## src/inc/spsout_regs.svh

```systemverilog
// Constants of the serial position output: timing counts and field positions.
// Assumes a 100 MHz core clock.
`ifndef SPSOUT_REGS_SVH
`define SPSOUT_REGS_SVH

`define SPSOUT_CLK_PERIOD_NS 10
`define SPSOUT_DATA_DELAY_NS 605
`define SPSOUT_DATA_DELAY_CYC ((`SPSOUT_DATA_DELAY_NS + `SPSOUT_CLK_PERIOD_NS - 1) / `SPSOUT_CLK_PERIOD_NS)
`define SPSOUT_MAX_RATE_HZ 2000
`define SPSOUT_MEAS_PERIOD_CYC (100000000 / `SPSOUT_MAX_RATE_HZ)
`define SPSOUT_TIMEOUT_NS 20000
`define SPSOUT_TIMEOUT_CYC (`SPSOUT_TIMEOUT_NS / `SPSOUT_CLK_PERIOD_NS)
`define SPSOUT_WORD_BITS 16
`define SPSOUT_WORD_MSB 15
`define SPSOUT_RESET_WORD 16'h0000

`endif

```

## src/inc/spsout_pkg.sv

```systemverilog
// Types of the serial position output.
// Assumes the constants header is included by users.
package spsout_pkg;
    typedef enum logic [1:0] {
        SPSOUT_FWD,
        SPSOUT_BWD,
        SPSOUT_SPEED
    } spsout_variant_e;
    typedef struct packed {
        logic valid;
        logic [15:0] value;
    } spsout_sample_s;
    typedef struct packed {
        logic clk;
        logic data;
    } spsout_link_s;
endpackage : spsout_pkg

```

## src/rtl/spsout_delay.sv

```systemverilog
// Fixed delay line for the serial data bit.
// Assumes a single core clock; the input comes from that clock.
`timescale 1ns/1ps
`default_nettype none
`include "spsout_regs.svh"
module spsout_delay (
    input wire logic core_clk_in,
    input wire logic rst_n_in,
    input wire logic bit_in,
    output logic bit_out
);
    import spsout_pkg::*;
    localparam int DLY = `SPSOUT_DATA_DELAY_CYC;
    logic [DLY-1:0] pipe_q;

    always_ff @(posedge core_clk_in or negedge rst_n_in) begin
        if (!rst_n_in) begin
            pipe_q <= '1;
        end else begin
            pipe_q <= {pipe_q[DLY-2:0], bit_in};
        end
    end

    assign bit_out = pipe_q[DLY-1];
endmodule : spsout_delay
`default_nettype wire

```

## src/rtl/spsout_top.sv

```systemverilog
// Serial synchronous position output of an absolute linear sensor.
// Assumes the link clock comes from the controller and the sample source
// from core-clock logic.
// What this block does
// - Data bit changes 630 to 640 ns after rise
// - Word shifts out MSB first
// - One bit per controller clock pulse
// - Sync mode: first edge starts measurement
// - Triggered result appears in next read
// - Sync data at most one cycle old
// - Reads too fast: fall to async mode
// - Async mode: fixed internal measuring cycle
// - Async rate at most 2000 per second
// - Code proportional to element position
// - Forward variant counts away from head
// - Backward variant counts toward head
// - Speed variant sends speed value
// - Values absolute, no homing needed
`timescale 1ns/1ps
`default_nettype none
`include "spsout_regs.svh"
module spsout_top (
    input wire logic core_clk_in,
    input wire logic rst_n_in,
    input wire logic link_clk_in,
    input wire logic sync_mode_in,
    input wire spsout_pkg::spsout_variant_e variant_in,
    input wire logic [15:0] probe_len_in,
    input wire spsout_pkg::spsout_sample_s pos_sample_in,
    input wire spsout_pkg::spsout_sample_s speed_sample_in,
    output logic meas_start_out,
    output logic async_active_out,
    output logic busy_out,
    output logic data_out
);
    import spsout_pkg::*;

    // ************************************************
    // Link clock sampling
    // ************************************************
    logic clk_s1_q;
    logic clk_s2_q;
    logic clk_s3_q;
    logic rise;
    logic fall;

    always_ff @(posedge core_clk_in or negedge rst_n_in) begin
        if (!rst_n_in) begin
            clk_s1_q <= 1'b1;
            clk_s2_q <= 1'b1;
            clk_s3_q <= 1'b1;
        end else begin
            clk_s1_q <= link_clk_in;
            clk_s2_q <= clk_s1_q;
            clk_s3_q <= clk_s2_q;
        end
    end

    assign rise = clk_s2_q & ~clk_s3_q;
    assign fall = ~clk_s2_q & clk_s3_q;

    // ************************************************
    // Measured word
    // ************************************************
    function automatic logic [15:0] code_of(input spsout_variant_e v, input logic [15:0] pos,
                                            input logic [15:0] spd, input logic [15:0] len);
        case (v)
            SPSOUT_FWD: code_of = pos;
            SPSOUT_BWD: code_of = (len >= pos) ? 16'(len - pos) : 16'h0000;
            SPSOUT_SPEED: code_of = spd;
            default: code_of = pos;
        endcase
    endfunction : code_of

    logic [15:0] latest_q;
    logic fresh_q;

    // Code from sample, no reference run
    always_ff @(posedge core_clk_in or negedge rst_n_in) begin
        if (!rst_n_in) begin
            latest_q <= `SPSOUT_RESET_WORD;
        end else if (pos_sample_in.valid) begin
            latest_q <= code_of(variant_in, pos_sample_in.value, speed_sample_in.value, probe_len_in);
        end
    end

    // ************************************************
    // Update mode and measurement trigger
    // ************************************************
    localparam int MEAS_CYC = `SPSOUT_MEAS_PERIOD_CYC;
    logic [19:0] meas_cnt_q;
    logic meas_pend_q;
    logic async_q;
    logic first_edge;
    logic in_frame_q;

    assign first_edge = fall & ~in_frame_q;

    always_ff @(posedge core_clk_in or negedge rst_n_in) begin
        if (!rst_n_in) begin
            meas_cnt_q <= 20'h00000;
        end else if (meas_start_out) begin
            meas_cnt_q <= 20'(MEAS_CYC - 1);
        end else if (meas_cnt_q != 20'h00000) begin
            meas_cnt_q <= meas_cnt_q - 20'h00001;
        end
    end

    // Start on read or internal tick
    always_comb begin
        if (meas_cnt_q != 20'h00000) begin
            meas_start_out = 1'b0;
        end else if (sync_mode_in && !async_q) begin
            meas_start_out = first_edge;
        end else begin
            meas_start_out = 1'b1;
        end
    end

    // Fall back when polled too fast
    always_ff @(posedge core_clk_in or negedge rst_n_in) begin
        if (!rst_n_in) begin
            async_q <= 1'b0;
        end else if (!sync_mode_in) begin
            async_q <= 1'b0;
        end else if (first_edge && meas_cnt_q != 20'h00000) begin
            async_q <= 1'b1;
        end
    end

    always_ff @(posedge core_clk_in or negedge rst_n_in) begin
        if (!rst_n_in) begin
            meas_pend_q <= 1'b0;
        end else if (meas_start_out) begin
            meas_pend_q <= 1'b1;
        end else if (pos_sample_in.valid) begin
            meas_pend_q <= 1'b0;
        end
    end

    always_ff @(posedge core_clk_in or negedge rst_n_in) begin
        if (!rst_n_in) begin
            fresh_q <= 1'b0;
        end else begin
            fresh_q <= pos_sample_in.valid;
        end
    end

    assign async_active_out = async_q | ~sync_mode_in;

    // ************************************************
    // Shifter
    // ************************************************
    localparam int TMO_CYC = `SPSOUT_TIMEOUT_CYC;
    logic [15:0] shift_q;
    logic [4:0] bits_q;
    logic [11:0] idle_cnt_q;
    logic line_q;

    always_ff @(posedge core_clk_in or negedge rst_n_in) begin
        if (!rst_n_in) begin
            in_frame_q <= 1'b0;
            shift_q <= `SPSOUT_RESET_WORD;
            bits_q <= 5'd0;
            line_q <= 1'b1;
        end else if (first_edge) begin
            in_frame_q <= 1'b1;
            shift_q <= latest_q;
            bits_q <= 5'd0;
        end else if (in_frame_q && rise) begin
            // One bit per rise, MSB first
            if (bits_q < 5'd16) begin
                line_q <= shift_q[`SPSOUT_WORD_MSB];
                shift_q <= {shift_q[14:0], 1'b0};
                bits_q <= bits_q + 5'd1;
            end else begin
                line_q <= 1'b0;
            end
        end else if (in_frame_q && idle_cnt_q == 12'(TMO_CYC)) begin
            in_frame_q <= 1'b0;
            line_q <= 1'b1;
        end
    end

    always_ff @(posedge core_clk_in or negedge rst_n_in) begin
        if (!rst_n_in) begin
            idle_cnt_q <= 12'h000;
        end else if (!in_frame_q || !clk_s2_q || rise) begin
            idle_cnt_q <= 12'h000;
        end else if (idle_cnt_q != 12'(TMO_CYC)) begin
            idle_cnt_q <= idle_cnt_q + 12'h001;
        end
    end

    assign busy_out = in_frame_q;

    spsout_delay u_delay (
        .core_clk_in(core_clk_in),
        .rst_n_in(rst_n_in),
        .bit_in(line_q),
        .bit_out(data_out)
    );

    // ************************************************
    // Assertions
    // ************************************************
    AST_SIXTEEN_BITS: assert property (@(posedge core_clk_in) disable iff (!rst_n_in)
        bits_q <= 5'd16) else $error("more than sixteen bits shifted");
    AST_MSB_FIRST: assert property (@(posedge core_clk_in) disable iff (!rst_n_in)
        (in_frame_q && rise && !first_edge && bits_q == 5'd0) |=> line_q == $past(shift_q[15]))
        else $error("first bit not msb");
    AST_ONE_BIT: assert property (@(posedge core_clk_in) disable iff (!rst_n_in)
        (in_frame_q && !rise && !first_edge) |=> bits_q == $past(bits_q)) else $error("bit without pulse");
    AST_RATE: assert property (@(posedge core_clk_in) disable iff (!rst_n_in)
        meas_start_out |=> !meas_start_out [*8]) else $error("measurement too soon");
    AST_SYNC_START: assert property (@(posedge core_clk_in) disable iff (!rst_n_in)
        (sync_mode_in && !async_q && first_edge && meas_cnt_q == 20'h00000) |-> meas_start_out)
        else $error("read did not start measurement");
    AST_FALLBACK: assert property (@(posedge core_clk_in) disable iff (!rst_n_in)
        (sync_mode_in && first_edge && meas_cnt_q != 20'h00000) |=> async_active_out)
        else $error("no fallback to async");
    AST_FROZEN: assert property (@(posedge core_clk_in) disable iff (!rst_n_in)
        (first_edge) |=> shift_q == $past(latest_q)) else $error("word not frozen at frame start");
    AST_DELAY: assert property (@(posedge core_clk_in) disable iff (!rst_n_in)
        $changed(line_q) |-> ##61 data_out == $past(line_q, 61)) else $error("output delay wrong");
    AST_TIMEOUT: assert property (@(posedge core_clk_in) disable iff (!rst_n_in)
        (in_frame_q && idle_cnt_q == 12'(TMO_CYC) && !rise && !first_edge) |=> !in_frame_q && line_q)
        else $error("timeout did not idle line");
    AST_FRESH: assert property (@(posedge core_clk_in) disable iff (!rst_n_in)
        fresh_q |-> latest_q == $past(code_of(variant_in, pos_sample_in.value,
                                               speed_sample_in.value, probe_len_in)))
        else $error("stored word stale");

    // ************************************************
    // Variant, mode and frame checks
    // ************************************************
    // Forward code is position
    AST_FWD_CODE: assert property (@(posedge core_clk_in) disable iff (!rst_n_in)
        (pos_sample_in.valid && variant_in == SPSOUT_FWD) |=> latest_q == $past(pos_sample_in.value))
        else $error("forward code wrong");
    AST_BWD_CODE: assert property (@(posedge core_clk_in) disable iff (!rst_n_in)
        (pos_sample_in.valid && variant_in == SPSOUT_BWD && probe_len_in >= pos_sample_in.value)
        |=> latest_q == 16'($past(probe_len_in) - $past(pos_sample_in.value)))
        else $error("backward code wrong");
    AST_BWD_CLAMP: assert property (@(posedge core_clk_in) disable iff (!rst_n_in)
        (pos_sample_in.valid && variant_in == SPSOUT_BWD && probe_len_in < pos_sample_in.value)
        |=> latest_q == 16'h0000) else $error("backward code not clamped");
    AST_SPEED_CODE: assert property (@(posedge core_clk_in) disable iff (!rst_n_in)
        (pos_sample_in.valid && variant_in == SPSOUT_SPEED) |=> latest_q == $past(speed_sample_in.value))
        else $error("speed code wrong");
    AST_HOLD: assert property (@(posedge core_clk_in) disable iff (!rst_n_in)
        !pos_sample_in.valid |=> latest_q == $past(latest_q)) else $error("stored code changed");
    AST_ASYNC_TICK: assert property (@(posedge core_clk_in) disable iff (!rst_n_in)
        (!sync_mode_in && meas_cnt_q == 20'h00000) |-> meas_start_out) else $error("async tick missing");
    AST_PERIOD: assert property (@(posedge core_clk_in) disable iff (!rst_n_in)
        meas_start_out |=> meas_cnt_q == 20'(MEAS_CYC - 1)) else $error("period not reloaded");
    AST_STICKY: assert property (@(posedge core_clk_in) disable iff (!rst_n_in)
        (sync_mode_in && async_q) |=> async_q) else $error("fallback released early");
    AST_IDLE_HIGH: assert property (@(posedge core_clk_in) disable iff (!rst_n_in)
        !in_frame_q |=> line_q) else $error("line not idle outside frame");
    AST_ZERO_AFTER: assert property (@(posedge core_clk_in) disable iff (!rst_n_in)
        (in_frame_q && rise && bits_q == 5'h10) |=> !line_q) else $error("no zero after word");
    AST_FRAME_OPEN: assert property (@(posedge core_clk_in) disable iff (!rst_n_in)
        first_edge |=> in_frame_q && bits_q == 5'h00) else $error("frame did not open");

    // ************************************************
    // Covers
    // ************************************************

    COV_FRAME: cover property (@(posedge core_clk_in) disable iff (!rst_n_in) bits_q == 5'd16);
    COV_FALLBACK: cover property (@(posedge core_clk_in) disable iff (!rst_n_in) $rose(async_q));
    COV_TIMEOUT: cover property (@(posedge core_clk_in) disable iff (!rst_n_in) $fell(in_frame_q));
    COV_BWD: cover property (@(posedge core_clk_in) disable iff (!rst_n_in)
        pos_sample_in.valid && variant_in == SPSOUT_BWD);
    COV_SYNC_MEAS: cover property (@(posedge core_clk_in) disable iff (!rst_n_in)
        meas_pend_q && pos_sample_in.valid && !async_active_out);
endmodule : spsout_top
`default_nettype wire
```

## config.mk

```make
export PLATFORM = sky130hd
export DESIGN_NAME = spsout_top
export DESIGN_NICKNAME = d
export VERILOG_FILES = /design/src/inc/spsout_pkg.sv /design/src/rtl/spsout_delay.sv /design/src/rtl/spsout_top.sv
export VERILOG_INCLUDE_DIRS = /design/src /design/src/inc
export SDC_FILE = /design/constraint.sdc
export NUM_CORES = 1
export LEC_CHECK = 0
export ABC_AREA = 0
export BUFFER_PORTS_ARGS = -buffer_cell sky130_fd_sc_hd__buf_2
export CAP_MARGIN = 0
export CORE_MARGIN = 5
export CORE_UTILIZATION = 35
export DETAILED_ROUTE_END_ITERATION = 7
export GPL_TIMING_DRIVEN = 1
export PLACE_DENSITY = 0.52
export SYNTH_ARGS = -nofsm -noshare
export SYNTH_HDL_FRONTEND = slang
export SYNTH_HIERARCHICAL = 1
export SYNTH_SLANG_ARGS = --single-unit
```

## constraint.sdc

```tcl
create_clock -name core_clk_in -period 4.35 [get_ports core_clk_in]
set_input_delay 0.435 -clock core_clk_in [delete_from_list [all_inputs] [get_ports core_clk_in]]
set_output_delay 0.435 -clock core_clk_in [all_outputs]
set_load 0.005 [all_outputs]
```

==> impl_metrics.toml, run 1 <==
[clocking]
root_buffer = "clkbuf_16"
cts_made_buffers = 17
clkLatencyLatePin_ns = 0.41
hold_buffers = 0
ctsResizeCount = 0
cts.sinks = 136
post-cts-setup-buffer-count = 0
clock_path_buffers = 2
cts.clk_slew.worst_paths_ns = 0.06
htree_levels = 4
cts_tree = "yes"

[detailed_routing]
top_layer_used = "met4"
drt-met1-wl_mm = 6.24
drc = 0
wl_mm = 13.3
avgViaCountPerCell = 5.10
via_count = 4415
drt-initial-drc-count = 244
wl_met2_mm = 6.21
first_pass_iters = 4
routedWlPerCell_um = 15.4
ant_nets = 0
met3WireLength_um = 633

[pwr]
ir_drop_uv = 222
leakagePower_nw = 3.03
finalPower_w = 0.00347
power_density_nw_per_um2 = 485

[synthesis]
ys_async_sr_fraction = 1.00
synthXorXnorAreaFrac = 0.0430
synth_compound_area_frac = 0.142
synth_edf_count = 0
yosysSeqAreaShare = 0.571
synth.most_common_cell = "dfrtp_1"
synth_common_cells = "71 x dfrtp_1, 66 x nor2_1, 65 x dfstp_2"
synth_top_family_by_area = "simple AND/OR/NAND/NOR gates"
synth_nets = 649
synth_area_leaders = "dfrtp_1 29%, dfstp_2 28%, ha_1 4.5%, nor2_1 4.1%, nand2_1 2.9%"
netlist.area_leader.share = 0.291
synth_top_area_cell = "dfrtp_1"
synth_mux_area_frac = 0.00840
syn_avg_cell_area_um2 = 10.7
syn-cell-area_um2 = 6110
yosysWarningCount = 6
synth_seq_cells = 136
synth_cell_type_count = 64
yosys.area_share.simple = 0.152
synthAdderAreaFrac = 0.0484
syn_inst = 570
synth-main-ff-cell = "dfrtp_1"

[global_route]
grt_pass1_vias = 4492
grt_first_pass_wirelength_mm = 22.4
grt_overflow_total = 0
grt_max_degree = 66
antenna_found_initial = 0
grt_use_total = 0.139

[final_layout]
drive_gt1_frac = 0.265
synthToLayoutAreaGrowth_pct = 17.1
antennaDiodeCount = 0
nets = 707

[placed_design]
hpwlAfterDp_mm = 9.67
port_buffers = 58
place_congestion = 0.883

[die]
die_h_um = 142
io_pins = 60
die-area_um2 = 20200
core_um2 = 17200
row_count = 48
die_w_um = 142
start_util = 0.354

[sta]
max_freq_ghz = 0.348
fin_crit_sh = 0.661
period_needed_ns = 2.88
rsz0062_at_grt = "no"
finalSetupTns_ns = 0
final_max_slew_viol_count = 0
finalClockSkew_ns = 0.0108
setup_viol = 0
slew_headroom = 0.235
hold_violations = 0
tightest_slew_ns = 1.14

[worst_setup_path]
path_class = "reg -> out"
crit_required_ns = 3.91
cp.arrival_ns = 2.44
critPathMaxFanout = 5
worstSetupStartpointType = "register"
worstSetupEndpointType = "output pin"

[flow_run]
drv_cap = 0

[worst_hold_path]
min_path_type = "in -> async"

[outcome]
status = "complete, no violations"
[flip-flops by register name, summed over array words and instances (netlist names)]
name,count
async_q,1
bits_q,5
busy_out,1
clk_s1_q,1
clk_s2_q,1
clk_s3_q,1
idle_cnt_q,12
latest_q,16
line_q,1
meas_cnt_q,20
shift_q,16
u_delay/pipe_q,61
[final cells by class]
cell class,count,area (um^2)
clock buffer,18,450
clock inverter,14,97.6
fill,1685,10100
inverter,31,116
multi-input combinational,381,2400
sequential,136,3480
tap,225,282
timing repair buffer,61,315
[worst max-delay path, stage by stage (launching register included)]
cell	delay [ns]
dfrtp_1	0.41
inv_1	0.07
ha_1	0.18
nor3b_1	0.42
nand2_1	0.21
nor3_1	0.53
buf_2	0.22
[placed cells by master, fill, tap and decap left out, types with 5 or more instances in the layout]
master and count:
xnor2_1 14, nand2_1 47, a22oi_1 6, clkbuf_16 18, dfrtp_1 71, nor2_1 66, nor4_1 5, nor3_1 12
a311oi_1 9, or3_1 8, o21ai_0 33, nand3b_1 6, nand4_1 6, clkinv_2 5, a221oi_1 12, ha_1 22
buf_2 57, nand3_1 13, dfstp_2 65, o22ai_1 11, xor2_1 16, inv_1 30, a21oi_1 35
[kinds of logic (layout without fill, tap and decap cells)]
logic type	Yosys count	after routing
compound gates	133	133
xor+xnor	30	30
fa+ha+maj	23	23
buf+inv	53	124
flops	136	136
mux	5	5
simple gates	190	190
[through the flow]
stage / hold slack, ns / utilization / cells / area, um^2 / setup WS, ns
global route: 0.0984 / 0.415 / 866 / 7150 / 1.21
CTS: 0.100 / 0.415 / 866 / 7150 / 1.46
detailed placement: 0.347 / 0.383 / 834 / 6600 / 1.42
global placement: 0.346 / 0.383 / 834 / 6600 / 1.47
finish: 0.113 / 0.415 / 866 / 7150 / 1.47
floorplan: 0.139 / - / 570 / 6110 / 1.97
[where the power goes]
group          internal (W)  switching [W]
sequential          0.00163       0.000135
combinational      0.000166       0.000237
clock              0.000762       0.000539
[worst paths after layout]
path,startpoint,to,slack [ns],depth (start not counted)
hold reg to reg,u_delay/pipe_q[37],u_delay/pipe_q[38],0.35,0
setup reg to reg,meas_cnt_q[0],meas_cnt_q[9],1.56,8
min in group core_clk_in,link_clk_in,clk_s1_q,0.12,1
hold / removal,rst_n_in,idle_cnt_q[10],0.11,1
max in group asynchronous,rst_n_in,u_delay/pipe_q[20],3.21,2
setup / recovery,meas_cnt_q[0],meas_start_out,1.47,6
[layer usage]
layer | vias to the layer above | GRT usage
li1 | 2141 | -
met1 | 2149 | 0.184
met2 | 105 | 0.217
met3 | 20 | 0.0380
met4 | 0 | 0.0561
met5 | - | 0
Note: power is estimated with default switching activity, not from simulation.
==> run 2: changes to the inputs <==
clock period = 3 ns   (was 4.35 ns; I/O delays follow)
==> run 2 against run 1 <==
Net effect:
- setup slack got worse by 0.99 ns
- critical path depth did not move
- register-to-register slack got worse by 0.96 ns
- critical endpoint unchanged
- largest cell class unchanged
- non-clock buffer count up 11
- global-route usage is 0.37 points higher
- sequential power increased by 45%
- power rose by 50%
- cell count increased by 1.3%
- utilization grew 0.88 points
- highest routed layer unchanged
==> impl_metrics.toml, run 2 (synthesis results as in run 1) <==
[final_layout]
largest_register = "u_delay/pipe_q"
reg_top3 = "u_delay/pipe_q x61, meas_cnt_q x20"
drive_gt1_frac = 0.270
synthToLayoutAreaGrowth_pct = 19.6
final_area_um2 = 7300
layout_common_cells = "71 x dfrtp_1, 66 x nor2_1, 65 x dfstp_2, 57 x buf_2, 47 x nand2_1"
nets = 718
mostFrequentLayoutCell = "dfrtp_1"
largest_reg_flops = 61
final_util = 0.424
antennaDiodeCount = 0

[detailed_routing]
routedWlPerCell_um = 15.4
top_layer_used = "met4"
ant_nets = 0
drt-initial-drc-count = 224
drt-met1-wl_mm = 6.09
first_pass_iters = 4
avgViaCountPerCell = 5.09
drc = 0
wl_mm = 13.5
met3WireLength_um = 744
via_count = 4466
wl_met2_mm = 6.42

[placed_design]
port_buffers = 58
place_area_um2 = 6680
hpwlAfterDp_mm = 9.81
place_congestion = 0.882

[worst_setup_path]
cp.arrival_ns = 2.21
crit_required_ns = 2.70
r2r_cells = 7
reg2reg_from = "meas_cnt_q[0]"
cp-startpoint = "meas_cnt_q[0]"
worstSetupEndpointType = "output pin"
path_class = "reg -> out"
worstSetupStartpointType = "register"
critPathMaxFanout = 5

[die]
core_um2 = 17200
io_pins = 60
die_h_um = 142
row_count = 48
die_w_um = 142
die-area_um2 = 20200
start_util = 0.354

[sta]
finalSetupTns_ns = 0
rsz0062_at_grt = "no"
max_freq_ghz = 0.398
fin_crit_sh = 0.837
hold_violations = 0
tightest_slew_ns = 0.633
finalClockSkew_ns = 0.00616
slew_headroom = 0.576
setup_viol = 0
period_needed_ns = 2.51
final_max_slew_viol_count = 0

[worst_hold_path]
min_path_type = "in -> reg"
hold_depth = 2
hp-start = "sync_mode_in"

[outcome]
status = "complete, no violations"

[global_route]
grt_first_pass_wirelength_mm = 23.0
grt_pass1_vias = 4778
grt_overflow_total = 0
antenna_found_initial = 0
grt_use_total = 0.143
grt_max_degree = 61

[clocking]
ctsResizeCount = 0
htree_levels = 4
cts.clk_slew.worst_paths_ns = 0.06
cts_made_buffers = 17
root_buffer = "clkbuf_16"
cts.sinks = 136
cts_tree = "yes"
clock_path_buffers = 2
clkLatencyLatePin_ns = 0.42

[pwr]
leakagePower_nw = 3.10
ir_drop_uv = 477
power_density_nw_per_um2 = 713

[flow_run]
drv_cap = 0
[run 2: changes by cell type in the layout (fill, tap and decap cells not counted), moves of 2 or more]
cell           before  now
buf_4               4   12
clkinv_2            5    1
clkbuf_1            0    3
clkbuf_8            0    2
dlygate4sd3_1       0    2
inv_4               2    0
inv_6               2    0
[run 2: repair_timing]
action / 4_1_cts / 5_1_grt
hold buffers: 2 / 0
hold endpoints to repair: 28 / 0
buffers inserted: 0 / 0
[run 2: final cells by class]
cell class / instances / area [um^2]
flip-flops and latches: 136 / 3480
inverters: 31 / 116
well taps: 225 / 282
clock inverters: 8 / 85.1
clock buffers: 24 / 514
repair buffers: 72 / 415
fillers: 1645 / 9930
multi-input cells: 381 / 2400
[run 2: path summary, 6_finish.rpt]
| kind | endpoint | slack [ns] |
|---|---|---|
| worst max-delay path | meas_start_out | 0.49 |
| worst min-delay path | async_q | 0.15 |
| worst max register to register | meas_cnt_q[15] | 0.60 |
| worst min register to register | u_delay/pipe_q[13] | 0.35 |
| max in group asynchronous | u_delay/pipe_q[0] | 1.71 |
| min in group asynchronous | idle_cnt_q[8] | 0.45 |
[run 2: stage by stage]
| step | instances | setup WS (ns) | hold WS (ns) | power, W |
|---|---|---|---|---|
| 3_5_place_dp | 843 | 0.461 | 0.347 | 0.00318 |
| 3_3_place_gp | 843 | 0.463 | 0.346 | 0.00316 |
| 6_report | 877 | 0.489 | 0.150 | 0.00520 |
| 2_1_floorplan | 570 | 0.756 | 0.00441 | 0.00292 |
| 4_1_cts | 877 | 0.461 | 0.132 | 0.00529 |
| 5_1_grt | 877 | 0.265 | 0.152 | 0.00549 |
[run 2: layer usage]
| layer | global-route usage | vias up |
|---|---|---|
| met5 | 0 | - |
| met4 | 0.0581 | 0 |
| met3 | 0.0447 | 20 |
| met2 | 0.227 | 127 |
| met1 | 0.182 | 2160 |
| li1 | - | 2159 |
[run 2: critical path: stages, from the launching register on]
cell and delay (ns):
dfrtp_1 0.41, inv_1 0.07, ha_1 0.18, nor3b_1 0.42, nand2_1 0.21, nor3_1 0.33
buf_2 0.18
[run 2: report_power, final]
group | switching (W) | internal, W
clock | 0.000764 | 0.00129
sequential | 0.000193 | 0.00236
combinational | 0.000348 | 0.000252
total | 0.00131 | 0.00390
==> run 3: changes to the inputs <==
ABC_AREA = 1   (was 0)
PLACE_DENSITY = 0.54   (was 0.52)
clock period = 2.1 ns   (was 3 ns; I/O delays follow)
==> run 3 against run 2 <==
Net effect:
- hold slack got worse by 0.10 ns
- global-route usage is 0.87 points lower
- clock skew up 0.00059 ns
- area after synthesis is 6.1% higher
- sequential share of layout area decreased by 2.8 points
- utilization grew 0.50 points
- setup slack worse by 0.35 ns
- critical path type unchanged
- largest cell class unchanged
- highest routed layer unchanged
==> impl_metrics.toml, run 3 <==
[outcome]
status = "complete, no violations"

[final_layout]
antennaDiodeCount = 0
layout_common_cells = "198 x nand2_1, 102 x inv_1, 71 x dfrtp_1, 65 x dfstp_2, 61 x nor2_1"
reg_top3 = "u_delay/pipe_q x61, meas_cnt_q x20"
nets = 900
largest_reg_flops = 61
drive_gt1_frac = 0.247
largest_register = "u_delay/pipe_q"
mostFrequentLayoutCell = "nand2_1"
final_util = 0.429
synthToLayoutAreaGrowth_pct = 19.7

[worst_setup_path]
slowest_delay_ns = 0.39
worstPathCellList = "inv_2 > ha_4 > inv_1 > nor2_4 > inv_2 > nor2_4 > nand3_4 > nor2_4 > buf_2"
crit_top_cell = "nor2_4"
slowest_stage = "dfrtp_1"
worst-path-buf-inv = 4
worstSetupEndpointType = "output pin"
critPathMaxFanout = 5
worstSetupStartpointType = "register"
crit_family = "simple AND/OR/NAND/NOR gates"
cp.arrival_ns = 1.75
r2r_cells = 10
crit_required_ns = 1.89
path_class = "reg -> out"
path_depth = 9

[synthesis]
netlist.area_leader.share = 0.274
synth-main-ff-cell = "dfrtp_1"
syn_avg_cell_area_um2 = 8.74
yosysSeqAreaShare = 0.538
synth_nets = 820
synth_edf_count = 0
synth_cell_type_count = 43
syn-cell-area_um2 = 6480
synth_seq_cells = 136
syn_inst = 741
yosysWarningCount = 6
synth.most_common_cell = "nand2_1"
synth_top_area_cell = "dfrtp_1"
synth_area_leaders = "dfrtp_1 27%, dfstp_2 26%, nand2_1 11%, inv_1 6.0%, a21oi_1 4.3%"
ys_async_sr_fraction = 1.00
synth_common_cells = "198 x nand2_1, 104 x inv_1, 71 x dfrtp_1"

[placed_design]
place_congestion = 0.848
port_buffers = 58
hpwlAfterDp_mm = 9.87

[sta]
slew_headroom = 0.568
max_freq_ghz = 0.509
period_needed_ns = 1.96
finalSetupTns_ns = 0
rsz0062_at_grt = "no"
hold_violations = 0
tightest_slew_ns = 0.648
fin_crit_sh = 0.935
final_max_slew_viol_count = 0
finalClockSkew_ns = 0.00674
setup_viol = 0

[pwr]
power_frac_comb = 0.122
switching_power_w = 0.00201
seqPwrFrac = 0.470
power_density_nw_per_um2 = 942
p_int_w = 0.00529
leakagePower_nw = 3.74
clkPwrFrac = 0.408
swShare = 0.276
ir_drop_uv = 447

[clocking]
clkLatencyLatePin_ns = 0.42
root_buffer = "clkbuf_16"
clock_path_buffers = 2
cts_made_buffers = 17
cts.sinks = 136
cts.clk_slew.worst_paths_ns = 0.06
cts_tree = "yes"
htree_levels = 4

[die]
core_um2 = 18100
die_w_um = 146
io_pins = 60
die_h_um = 146
die-area_um2 = 21300
start_util = 0.358
row_count = 49

[flow_run]
drv_cap = 0

[detailed_routing]
wl_mm = 13.6
avgViaCountPerCell = 4.62
drc = 0
routedWlPerCell_um = 12.8
ant_nets = 0
via_count = 4914
first_pass_iters = 5
drt-initial-drc-count = 228

[worst_hold_path]
hold_depth = 2
min_path_type = "in -> reg"

[global_route]
grt_max_degree = 47
antenna_found_initial = 0
grt_use_total = 0.134
grt_first_pass_wirelength_mm = 23.6
grt_pass1_vias = 4976
grt_overflow_total = 0
## run 3: cell types whose count changed after synthesis, moves of 6 or more
| cell | previous run | this run |
|---|---|---|
| a21oi_1 | 35 | 56 |
| a221oi_1 | 12 | 0 |
| a22oi_1 | 6 | 0 |
| a311oi_1 | 9 | 0 |
| inv_1 | 30 | 104 |
| nand2_1 | 47 | 198 |
| nand3_1 | 13 | 21 |
| nand3b_1 | 6 | 0 |
| nor2_2 | 0 | 6 |
| o21ai_0 | 33 | 20 |
| or3_1 | 8 | 0 |
| xor2_1 | 16 | 7 |
## run 3: cells by family after synthesis
group | Yosys count | share of synthesized area
AOI/OAI and AO/OA | 109 | 0.0943
xor gates and xnor gates | 16 | 0.0216
adders and majority gates | 23 | 0.0456
buffers and inverters | 123 | 0.0738
DFF | 136 | 0.538
muxes | 1 | 0.00232
and+or+nand+nor | 333 | 0.224
## run 3: stage by stage
step | hold WS [ns] | cell area (um^2) | power [W] | worst slack, ns | instances
floorplan | -0.0856 | 6480 | 0.00405 | 0.405 | 741
global placement | 0.161 | 7090 | 0.00436 | 0.0635 | 1026
detailed placement | 0.168 | 7090 | 0.00436 | 0.0549 | 1026
CTS | 0.0273 | 7740 | 0.00741 | 0.0255 | 1062
global route | 0.0479 | 7750 | 0.00772 | 0.00580 | 1063
finish | 0.0500 | 7750 | 0.00730 | 0.136 | 1063
## run 3: power by group through the flow
stage               sequential (W)  combinational (W)  clock [W]
detailed placement         0.00347           0.000894          0
global route               0.00348            0.00103    0.00320
finish                     0.00343           0.000889    0.00298
global placement           0.00347           0.000885          0
CTS                        0.00344           0.000901    0.00307
floorplan                  0.00341           0.000637          0
## run 3: cell type report
type / instances / area (um^2)
Inverter: 111 / 417
Clock inverter: 15 / 179
Timing Repair Buffer: 73 / 427
Sequential cell: 136 / 3480
Multi-Input combinational cell: 482 / 2530
Fill cell: 1785 / 10300
Tap cell: 229 / 287
Clock buffer: 17 / 425
## run 3: layer usage
metal / wire (um) / track usage
met1: 6710 / 0.181
met2: 6270 / 0.213
met3: 441 / 0.0319
met4: 190 / 0.0456
met5: 0 / 0
## run 3: final timing paths
| kind | slack, ns | start | endpoint |
|---|---|---|---|
| worst max-delay path | 0.14 | meas_cnt_q[0] | meas_start_out |
| worst min-delay path | 0.05 | sync_mode_in | async_q |
| worst max register to register | 0.36 | meas_cnt_q[0] | meas_cnt_q[6] |
| worst min register to register | 0.35 | u_delay/pipe_q[55] | u_delay/pipe_q[56] |
| max in group asynchronous | 1.09 | rst_n_in | u_delay/pipe_q[53] |
| min in group asynchronous | 0.28 | rst_n_in | meas_cnt_q[0] |
## run 3: what timing repair did
action                                  in CTS  in global routing
endpoints found under the hold margin       37                  0
hold buffers                                 2                  0
buffers inserted                             2                  1
resized for setup                            3                  3
endpoints found under the setup margin       1                  1
pin swaps                                    2                  2
